--- src/rtl/tbwc_regs.vh ---
// Register offsets, field positions, reset values and timing counts of the timebase watchdog
`ifndef TBWC_REGS_VH
`define TBWC_REGS_VH
`define TBWC_IDX_CSR 8'h0B
`define TBWC_IDX_CAP 8'h0C
`define TBWC_ADDR_W 8
`define TBWC_BIT_CAP_IE 7
`define TBWC_BIT_CAP_F 6
`define TBWC_BIT_TB_SEL 5
`define TBWC_BIT_TB_IE 4
`define TBWC_BIT_TB_F 3
`define TBWC_BIT_WD_FS 2
`define TBWC_BIT_WD_EN 1
`define TBWC_BIT_WD_DLY 0
`define TBWC_CSR_RESET 8'h00
`define TBWC_PRESCALE 32
`define TBWC_CNT_TOP 8'hF9
`define TBWC_WD_TIMEOUT_NS 2000000
`define TBWC_OSC_HZ 8000000
`define TBWC_CLK_PERIOD_NS 40
`define TBWC_WAKE_DELAY 256
`endif

--- src/rtl/tbwc_top.v ---
// Timebase counter with watchdog and input capture, Avalon-MM slave
// Summary of operation
// - Hidden 8-bit counter clears on reset and steps at oscillator divided by 32.
// - Overflow event when counter wraps from F9h to 00h, 250 counts.
// - Timebase select picks 8000 or 16000 oscillator periods per event.
// - Timebase event sets timebase flag; interrupt when its enable is set.
// - Timebase flag clears only on control/status read; writes leave it.
// - Enabled, unrefreshed watchdog resets the device after 2 ms at 8 MHz.
// - Software sets delay bit each period; hardware clears it at period end.
// - Period counted from reset even when disabled; late enable resets at once.
// - Writing force bit while watchdog enabled forces a watchdog reset.
// - Force/status set on watchdog reset; cleared by low-voltage reset or software.
// - Stale force/status bit resets immediately when watchdog next enabled.
// - Hardware watchdog option keeps watchdog active and ignores enable bit.
// - Option selects whether halt resets the device when watchdog enabled.
// - Without that option halt stops counter and suppresses watchdog resets.
// - Wake by interrupt resumes after 256 cycles; wake by reset disables watchdog.
// - Capture pin edge copies counter to capture register and sets capture flag.
// - Set capture flag blocks captures; cleared only by capture register read.
// - Capture flag clears on reset; capture register reads 00h until the first capture.
// - Counter runs in slow, wait, active-halt; stops in halt.
// - Timebase event wakes wait and active-halt; capture wakes halt.
// - Separate timebase and capture interrupt lines, each gated by its enable.
`include "tbwc_regs.vh"
`timescale 1ns/1ns
`default_nettype none
module tbwc_top #(
  parameter WD_TIMEOUT_NS = `TBWC_WD_TIMEOUT_NS,
  parameter CLK_PERIOD_NS = `TBWC_CLK_PERIOD_NS,
  parameter OSC_HZ = `TBWC_OSC_HZ
) (
  input wire clk,
  input wire rst_n,
  input wire lvd_rst_n,
  input wire [7:0] avs_address,
  input wire avs_read,
  input wire avs_write,
  input wire [31:0] avs_writedata,
  input wire [3:0] avs_byteenable,
  output reg [31:0] avs_readdata,
  output reg avs_waitrequest,
  input wire capture_input_pin,
  input wire hw_watchdog_opt,
  input wire halt_reset_opt,
  input wire halt_req,
  input wire wait_mode,
  input wire active_halt_mode,
  input wire ext_wakeup,
  output reg timebase_irq,
  output reg capture_irq,
  output reg halt_wakeup,
  output reg active_wakeup,
  output reg halted,
  output reg watchdog_reset
);
  // Watchdog period in oscillator periods, each watchdog tick being 32 of them
  localparam integer WD_OSC = (WD_TIMEOUT_NS / 1000) * (OSC_HZ / 1000000);
  localparam integer WD_TICKS = WD_OSC / `TBWC_PRESCALE;
  localparam integer WAKE_CYC = `TBWC_WAKE_DELAY;

  reg [7:0] aux_timer;
  reg tb_half;
  reg [9:0] wd_cnt;
  reg [8:0] wake_cnt;
  reg capture_irq_enable;
  reg capture_flag;
  reg timebase_select;
  reg timebase_irq_enable;
  reg timebase_flag;
  reg watchdog_force_status;
  reg watchdog_enable;
  reg watchdog_delay;
  reg [7:0] capture_bits;
  reg cap_pin_q;
  reg wd_pend;
  reg [1:0] bus_st;
  reg fs_read_seen;

  wire tick;
  wire run;
  wire ovf;
  wire tb_event;
  wire wd_period_end;
  wire wd_active;
  wire csr_sel;
  wire cap_sel;
  wire rd_csr;
  wire rd_cap;
  wire wr_csr;
  wire cap_edge;
  wire wd_fire;
  wire halt_rst;
  reg [7:0] csr_view;

  // Two-state handshake: one wait cycle per access
  localparam [1:0] BUS_IDLE = 2'h0;
  localparam [1:0] BUS_ACK = 2'h1;

  // Registers sit on word addresses, index times four
  function sel_hit;
    input [7:0] a;
    input [7:0] idx;
    begin
      sel_hit = (a == {idx[5:0], 2'b00});
    end
  endfunction

  // Counter stops in halt and during the wakeup delay
  assign run = ~halted && (wake_cnt == 9'h000);

  tbwc_prescaler #(.DIV(`TBWC_PRESCALE)) u_pre (
    .clk(clk),
    .clear(~rst_n),
    .run(run),
    .tick(tick)
  );

  assign ovf = tick && (aux_timer == `TBWC_CNT_TOP);
  assign tb_event = ovf && (~timebase_select || tb_half);
  assign wd_period_end = tick && (wd_cnt == WD_TICKS[9:0] - 10'h001);
  assign wd_active = hw_watchdog_opt || watchdog_enable;
  assign csr_sel = sel_hit(avs_address, `TBWC_IDX_CSR);
  assign cap_sel = sel_hit(avs_address, `TBWC_IDX_CAP);
  // Only lane 0 carries the 8-bit registers, so it alone qualifies an access
  // Read strobes only count once, on the acknowledge cycle
  assign rd_csr = avs_read && csr_sel && (bus_st == BUS_ACK) && avs_byteenable[0];
  assign rd_cap = avs_read && cap_sel && (bus_st == BUS_ACK) && avs_byteenable[0];
  assign wr_csr = avs_write && csr_sel && (bus_st == BUS_ACK) && avs_byteenable[0];
  // Any level change is an edge; a set flag holds off further captures
  assign cap_edge = (capture_input_pin != cap_pin_q) && ~capture_flag;
  // Halt only resets when the option strap asks for it
  assign halt_rst = halt_req && wd_active && halt_reset_opt;
  // Timeout, forced reset or stale status each fire while the watchdog is active
  wire wd_timeout;
  wire wd_forced;
  wire wd_stale;
  assign wd_timeout = wd_period_end && ~watchdog_delay;
  assign wd_forced = wr_csr && avs_writedata[`TBWC_BIT_WD_FS];
  assign wd_stale = wd_pend || watchdog_force_status;
  assign wd_fire = wd_active && ~halted && (wd_timeout || wd_forced || wd_stale);

  // Read view of the control/status bits
  always @* begin
    csr_view = 8'h00;
    csr_view[`TBWC_BIT_CAP_IE] = capture_irq_enable;
    csr_view[`TBWC_BIT_CAP_F] = capture_flag;
    csr_view[`TBWC_BIT_TB_SEL] = timebase_select;
    csr_view[`TBWC_BIT_TB_IE] = timebase_irq_enable;
    csr_view[`TBWC_BIT_TB_F] = timebase_flag;
    csr_view[`TBWC_BIT_WD_FS] = watchdog_force_status;
    csr_view[`TBWC_BIT_WD_EN] = watchdog_enable;
    csr_view[`TBWC_BIT_WD_DLY] = watchdog_delay;
  end

  // Bus: one wait cycle then acknowledge
  // Read data is latched on the request edge, before any read-clear lands
  always @(posedge clk) begin
    if (!rst_n) begin
      bus_st <= BUS_IDLE;
      avs_waitrequest <= 1'b1;
      avs_readdata <= 32'h00000000;
    end else begin
      case (bus_st)
        BUS_IDLE: begin
          if (avs_read || avs_write) begin
            bus_st <= BUS_ACK;
            avs_waitrequest <= 1'b0;
            if (csr_sel) begin
              avs_readdata <= {24'h000000, csr_view};
            end else if (cap_sel) begin
              avs_readdata <= {24'h000000, capture_bits};
            end else begin
              avs_readdata <= 32'h00000000;
            end
          end
        end
        BUS_ACK: begin
          bus_st <= BUS_IDLE;
          avs_waitrequest <= 1'b1;
        end
        default: begin
          bus_st <= BUS_IDLE;
          avs_waitrequest <= 1'b1;
        end
      endcase
    end
  end

  // Counter and timebase half-period toggle
  always @(posedge clk) begin
    if (!rst_n) begin
      aux_timer <= 8'h00;
      tb_half <= 1'b0;
    end else if (tick) begin
      if (ovf) begin
        aux_timer <= 8'h00;
        tb_half <= ~tb_half;
      end else begin
        aux_timer <= aux_timer + 8'h01;
      end
    end
  end

  // Period runs from reset regardless of enable
  always @(posedge clk) begin
    if (!rst_n) begin
      wd_cnt <= 10'h000;
    end else if (wd_period_end) begin
      wd_cnt <= 10'h000;
    end else if (tick) begin
      wd_cnt <= wd_cnt + 10'h001;
    end
  end

  // Software-owned control bits
  always @(posedge clk) begin
    if (!rst_n) begin
      capture_irq_enable <= 1'b0;
      timebase_select <= 1'b0;
      timebase_irq_enable <= 1'b0;
      watchdog_enable <= 1'b0;
    end else if (wr_csr) begin
      capture_irq_enable <= avs_writedata[`TBWC_BIT_CAP_IE];
      timebase_select <= avs_writedata[`TBWC_BIT_TB_SEL];
      timebase_irq_enable <= avs_writedata[`TBWC_BIT_TB_IE];
      watchdog_enable <= avs_writedata[`TBWC_BIT_WD_EN];
    end
  end

  // Timebase flag; event set wins over a read clear
  always @(posedge clk) begin
    if (!rst_n) begin
      timebase_flag <= 1'b0;
    end else if (tb_event) begin
      timebase_flag <= 1'b1;
    end else if (rd_csr) begin
      timebase_flag <= 1'b0;
    end
  end

  // Capture; pin history loads from the pin so reset makes no false edge
  always @(posedge clk) begin
    if (!rst_n) begin
      capture_flag <= 1'b0;
      capture_bits <= 8'h00;
      cap_pin_q <= capture_input_pin;
    end else begin
      cap_pin_q <= capture_input_pin;
      if (cap_edge) begin
        capture_flag <= 1'b1;
        capture_bits <= aux_timer;
      end else if (rd_cap) begin
        capture_flag <= 1'b0;
      end
    end
  end

  // Delay bit set by software, hardware clears at period end
  always @(posedge clk) begin
    if (!rst_n) begin
      watchdog_delay <= 1'b0;
      wd_pend <= 1'b0;
    end else begin
      if (wr_csr && avs_writedata[`TBWC_BIT_WD_DLY]) begin
        watchdog_delay <= 1'b1;
      end else if (wd_period_end) begin
        watchdog_delay <= 1'b0;
      end
      // A lapsed period while disabled is remembered for the next enable
      if (wd_period_end && ~watchdog_delay && ~wd_active) begin
        wd_pend <= 1'b1;
      end
    end
  end

  // Software may clear the force/status bit only once it has read it
  always @(posedge clk) begin
    if (!rst_n) begin
      fs_read_seen <= 1'b0;
    end else if (rd_csr) begin
      fs_read_seen <= 1'b1;
    end else if (wr_csr) begin
      fs_read_seen <= 1'b0;
    end
  end

  // Force/status survives device reset; only the low-voltage reset or a software write after a read clears it
  always @(posedge clk) begin
    if (!lvd_rst_n) begin
      watchdog_force_status <= 1'b0;
    end else if (wd_fire || halt_rst) begin
      watchdog_force_status <= 1'b1;
    end else if (wr_csr && ~avs_writedata[`TBWC_BIT_WD_FS] && fs_read_seen && rst_n) begin
      watchdog_force_status <= 1'b0;
    end
  end

  // Halt and wakeup; clocks stay on here, the counter is frozen instead
  // Frozen counter also freezes the watchdog period, so no reset while halted
  always @(posedge clk) begin
    if (!rst_n) begin
      halted <= 1'b0;
      wake_cnt <= 9'h000;
    end else if (halted) begin
      if (ext_wakeup || (cap_edge && capture_irq_enable)) begin
        halted <= 1'b0;
        wake_cnt <= WAKE_CYC[8:0];
      end
    end else if (halt_req && ~halt_rst) begin
      halted <= 1'b1;
    end else if (wake_cnt != 9'h000) begin
      wake_cnt <= wake_cnt - 9'h001;
    end
  end

  // Interrupt lines follow flag and enable
  always @(posedge clk) begin
    if (!rst_n) begin
      timebase_irq <= 1'b0;
      capture_irq <= 1'b0;
    end else begin
      timebase_irq <= timebase_flag && timebase_irq_enable;
      capture_irq <= capture_flag && capture_irq_enable;
    end
  end

  // Wakeup pulses and the watchdog reset pulse
  always @(posedge clk) begin
    if (!rst_n) begin
      halt_wakeup <= 1'b0;
      active_wakeup <= 1'b0;
      watchdog_reset <= 1'b0;
    end else begin
      halt_wakeup <= halted && cap_edge && capture_irq_enable;
      active_wakeup <= tb_event && timebase_irq_enable &&
                       (wait_mode || active_halt_mode);
      // Low every other cycle so the chip reset logic sees distinct pulses
      watchdog_reset <= (wd_fire || halt_rst) && ~watchdog_reset;
    end
  end
endmodule
`default_nettype wire

--- src/rtl/tbwc_prescaler.v ---
// Divide-by-32 prescaler that yields the counter tick
`timescale 1ns/1ns
`default_nettype none
module tbwc_prescaler #(
  parameter DIV = 32
) (
  input wire clk,
  input wire clear,
  input wire run,
  output reg tick
);
  reg [4:0] div_cnt;
  always @(posedge clk) begin
    if (clear) begin
      div_cnt <= 5'h00;
      tick <= 1'b0;
    end else begin
      tick <= 1'b0;
      if (run) begin
        if ({27'h0000000, div_cnt} == DIV - 1) begin
          div_cnt <= 5'h00;
          tick <= 1'b1;
        end else begin
          div_cnt <= div_cnt + 5'h01;
        end
      end
    end
  end
endmodule
`default_nettype wire

--- config.mk ---
export PLATFORM = sky130hd
export DESIGN_NAME = tbwc_top
export DESIGN_NICKNAME = d
export VERILOG_FILES = /design/src/rtl/tbwc_top.v /design/src/rtl/tbwc_prescaler.v
export VERILOG_INCLUDE_DIRS = /design/src /design/src/rtl
export SDC_FILE = /design/constraint.sdc
export NUM_CORES = 1
export LEC_CHECK = 0
export BUFFER_PORTS_ARGS = -buffer_cell sky130_fd_sc_hd__buf_2
export CORE_MARGIN = 2
export CORE_UTILIZATION = 46
export DETAILED_ROUTE_END_ITERATION = 6
export GPL_TIMING_DRIVEN = 1
export MAX_ROUTING_LAYER = met4
export PLACE_DENSITY_LB_ADDON = 0.12
export SLEW_MARGIN = 20
export SYNTH_ARGS = -nofsm -noshare
export SYNTH_HDL_FRONTEND = slang
export SYNTH_HIERARCHICAL = 1
export SYNTH_SLANG_ARGS = --single-unit
--- constraint.sdc ---
create_clock -name clk -period 2.4 [get_ports clk]
set_input_delay 0.48 -clock clk [delete_from_list [all_inputs] [get_ports clk]]
set_output_delay 0.48 -clock clk [all_outputs]
set_load 0.005 [all_outputs]
==> results.cfg <==
[clocking]
cts.sinks = 69
cts_hold_buf = 0
cts_inserted_buffers = 9
cts_resized = 0
htreeDepth = 3
clkTransAtPathRegs_ns = 0.08
cts_tree = done
cts_setup_buffers = 0
clock_path_buffers = 2
root_buffer = clkbuf_8
clock_latency_ns = 0.34

[routing]
dr.first_iter.drc_count = 126
vias_per_cell = 5.08
drc_errors = 0
wl_per_cell_um = 13.1
antenna_left = 0
drtPass1Iterations = 4
drt_wl_total_mm = 6.23
num_vias = 2410

[final_layout]
ff_latch_area_um2 = 1380
area_delta_synth_final_pct = 14.1
layout-drive-gt1-share = 0.179
fin_nets = 454
final.fill_count = 618
multi_input_area_um2 = 1470
antennaDiodeCount = 0

[power_and_ir_drop]
total_leakage_power_nw = 1.48
p_per_area_nw_per_um2 = 803
vdd_ir_drop_max_mv = 0.456
total_power_mw = 2.79

[status]
status = complete, no violations

[global_route]
grt_pass1_wl_mm = 10.2
grt_pass1_vias = 2166
grt_antenna_before_repair = 0
grt_util_all_layers = 0.183
grt_remaining_overflow = 0
grt_max_degree = 32

[timing]
setup-tns-final_ns = 0
maxSlewViolCount = 0
setup_viol = 0
fmax_ghz = 0.460
worstMarginPinSlew_ns = 0.908
finalHoldViolations = 0
rsz0062_at_grt = false
skew_ns = 0.00880
min_period_ns = 2.17
period_share = 0.905
slew_headroom = 0.392

[placement]
hpwl_mm = 4.40
port_buffers = 41
gp_congestion = 0.791

[job]
drv_cap = 0

[floorplanning]
start_util = 0.477
fp.dieH_um = 85.4
ios = 95
die_area_um2 = 7290
core-area_um2 = 6390
fp-row-count = 29
die_w_um = 85.4

[logic_synthesis]
synth_warnings = 6
ys.flop_type = dfxtp_1
syn-instance-count = 346
synth_top_area_frac = 0.454
synth_cell_types = 43
ys_ff_latch = 69
ys_async_sr_fraction = 0
yosysSeqAreaShare = 0.454
netlist_area_um2 = 3050
syn_area_per_cell_um2 = 8.80
ys_top_cells_by_area = dfxtp_1 (45%), nor2_1 (7.0%), buf_4 (5.9%), mux2i_1 (4.9%), a21oi_1 (3.8%)
yosysTopAreaCell = dfxtp_1
synth-edff-count = 0

[min_path]
min-delay-path-class = input pin to register

[worst_setup_path]
worstSetupPathType = register to register
worstPathArrival_ns = 2.44
cp-start-kind = register
worstPathCellList = inv_1 -> ha_1 -> or4b_1 -> nor3_2 -> inv_2 -> or4_1 -> a21oi_1
worstPathMaxFanout = 4
required_ns = 2.67
crit_path_end_kind = register
rrSetupSlack_ns = 0.23
slowest_stage = or4_1
crit_path_max_incr_delay_ns = 0.51
==> where the power goes <==
part           internal (mW)  switching (mW)  leakage [nW]  total (mW)
clock                  0.579           0.443         0.105        1.02
combinational          0.231           0.267         0.817       0.498
sequential              1.21          0.0581         0.561        1.27
total                   2.02           0.769          1.48        2.79
==> synthesized netlist by cell type, types with 2 or more instances <==
| library cell | instances |
|---|---|
| and3_1 | 6 |
| clkbuf_1 | 11 |
| or3_1 | 6 |
| mux2i_1 | 15 |
| nor4_1 | 5 |
| or4_1 | 4 |
| buf_2 | 2 |
| nor3b_1 | 2 |
| o31ai_1 | 2 |
| nor2_1 | 57 |
| xor2_1 | 7 |
| o21ai_0 | 16 |
| ha_1 | 6 |
| buf_4 | 24 |
| a31oi_1 | 2 |
| inv_2 | 3 |
| xnor2_1 | 13 |
| a21oi_1 | 23 |
| a22oi_1 | 8 |
| dfxtp_1 | 69 |
| inv_1 | 9 |
| nand2_1 | 18 |
| nand4_1 | 6 |
| nand3b_1 | 2 |
| and4_1 | 3 |
| nand2b_1 | 2 |
| nor3_1 | 4 |
| nand3_1 | 6 |
==> critical path, delay by kind of cell, from the launching register on <==
kind                     cells  cell delay (ns)
buffers and inverters        2             0.17
AO/OA/AOI/OAI                1             0.12
adder cells (fa/ha/maj)      1             0.21
flip-flops                   1             0.35
AND/OR/NAND/NOR              3             1.25
==> routing by layer <==
metal  part of all wire  track usage
met4              0.013       0.0765
met2               0.44        0.276
met3              0.047       0.0360
met5                  0            -
met1               0.50        0.240
==> kinds of logic (layout without fill, tap and decap cells) <==
kind of cell / count (synthesis) / count (layout) / share of synthesized area
other: 1 / 24 / 0.00123
XOR/XNOR: 20 / 20 / 0.0575
AND/OR/NAND/NOR: 127 / 127 / 0.208
adder cells (fa/ha/maj): 6 / 6 / 0.0247
multiplexers: 15 / 15 / 0.0493
buffers and inverters: 49 / 77 / 0.0908
flip-flops: 69 / 69 / 0.454
AO/OA/AOI/OAI: 59 / 59 / 0.115
==> sequential cells by signal, summed over array words and instances, names as in the netlist, 5 cells and up <==
| register | flops |
|---|---|
| wd_cnt | 10 |
| wake_cnt | 9 |
| aux_timer | 8 |
| avs_readdata | 8 |
| capture_bits | 8 |
| u_pre/div_cnt | 5 |
==> cell usage in the layout (no fill, tap or decap), drive strengths merged, types with 6 or more instances in the layout <==
| cell | n |
|---|---|
| clkbuf | 9 |
| nand2 | 18 |
| xnor2 | 13 |
| and3 | 6 |
| nand3 | 6 |
| nand4 | 6 |
| ha | 6 |
| nor2 | 57 |
| conb | 24 |
| buf | 49 |
| o21ai | 17 |
| xor2 | 7 |
| or3 | 6 |
| a22oi | 8 |
| inv | 12 |
| dfxtp | 69 |
| mux2i | 15 |
| a21oi | 23 |
==> metrics by stage <==
step	std cells	area (um^2)	hold slack, ns	setup slack [ns]	util
final	474	3480	0.269	0.228	0.544
after global routing	474	3480	0.264	0.0235	0.544
after CTS	474	3480	0.259	0.222	0.544
after detailed placement	458	3260	0.453	0.223	0.511
after global placement	458	3260	0.447	0.267	0.511
after floorplan	369	3130	0.427	0.186	-
==> path summary, 6_finish.rpt <==
path | cells past startpoint | endpoint | from
setup / recovery | 7 | u_pre/div_cnt[3] | wake_cnt[0]
hold / removal | 1 | cap_pin_q | capture_input_pin
setup reg to reg | 7 | u_pre/div_cnt[3] | wake_cnt[0]
hold reg to reg | 2 | wake_cnt[8] | wake_cnt[8]
==> area by class of cell <==
cell class,instances,area share
Clock buffer,9,0.0356
Clock inverter,7,0.0259
Inverter,12,0.0130
Multi-Input combinational cell,251,0.424
Sequential cell,69,0.397
Tap cell,77,0.0277
Timing Repair Buffer,49,0.0763
No activity file was read; power rests on OpenSTA's default activity.
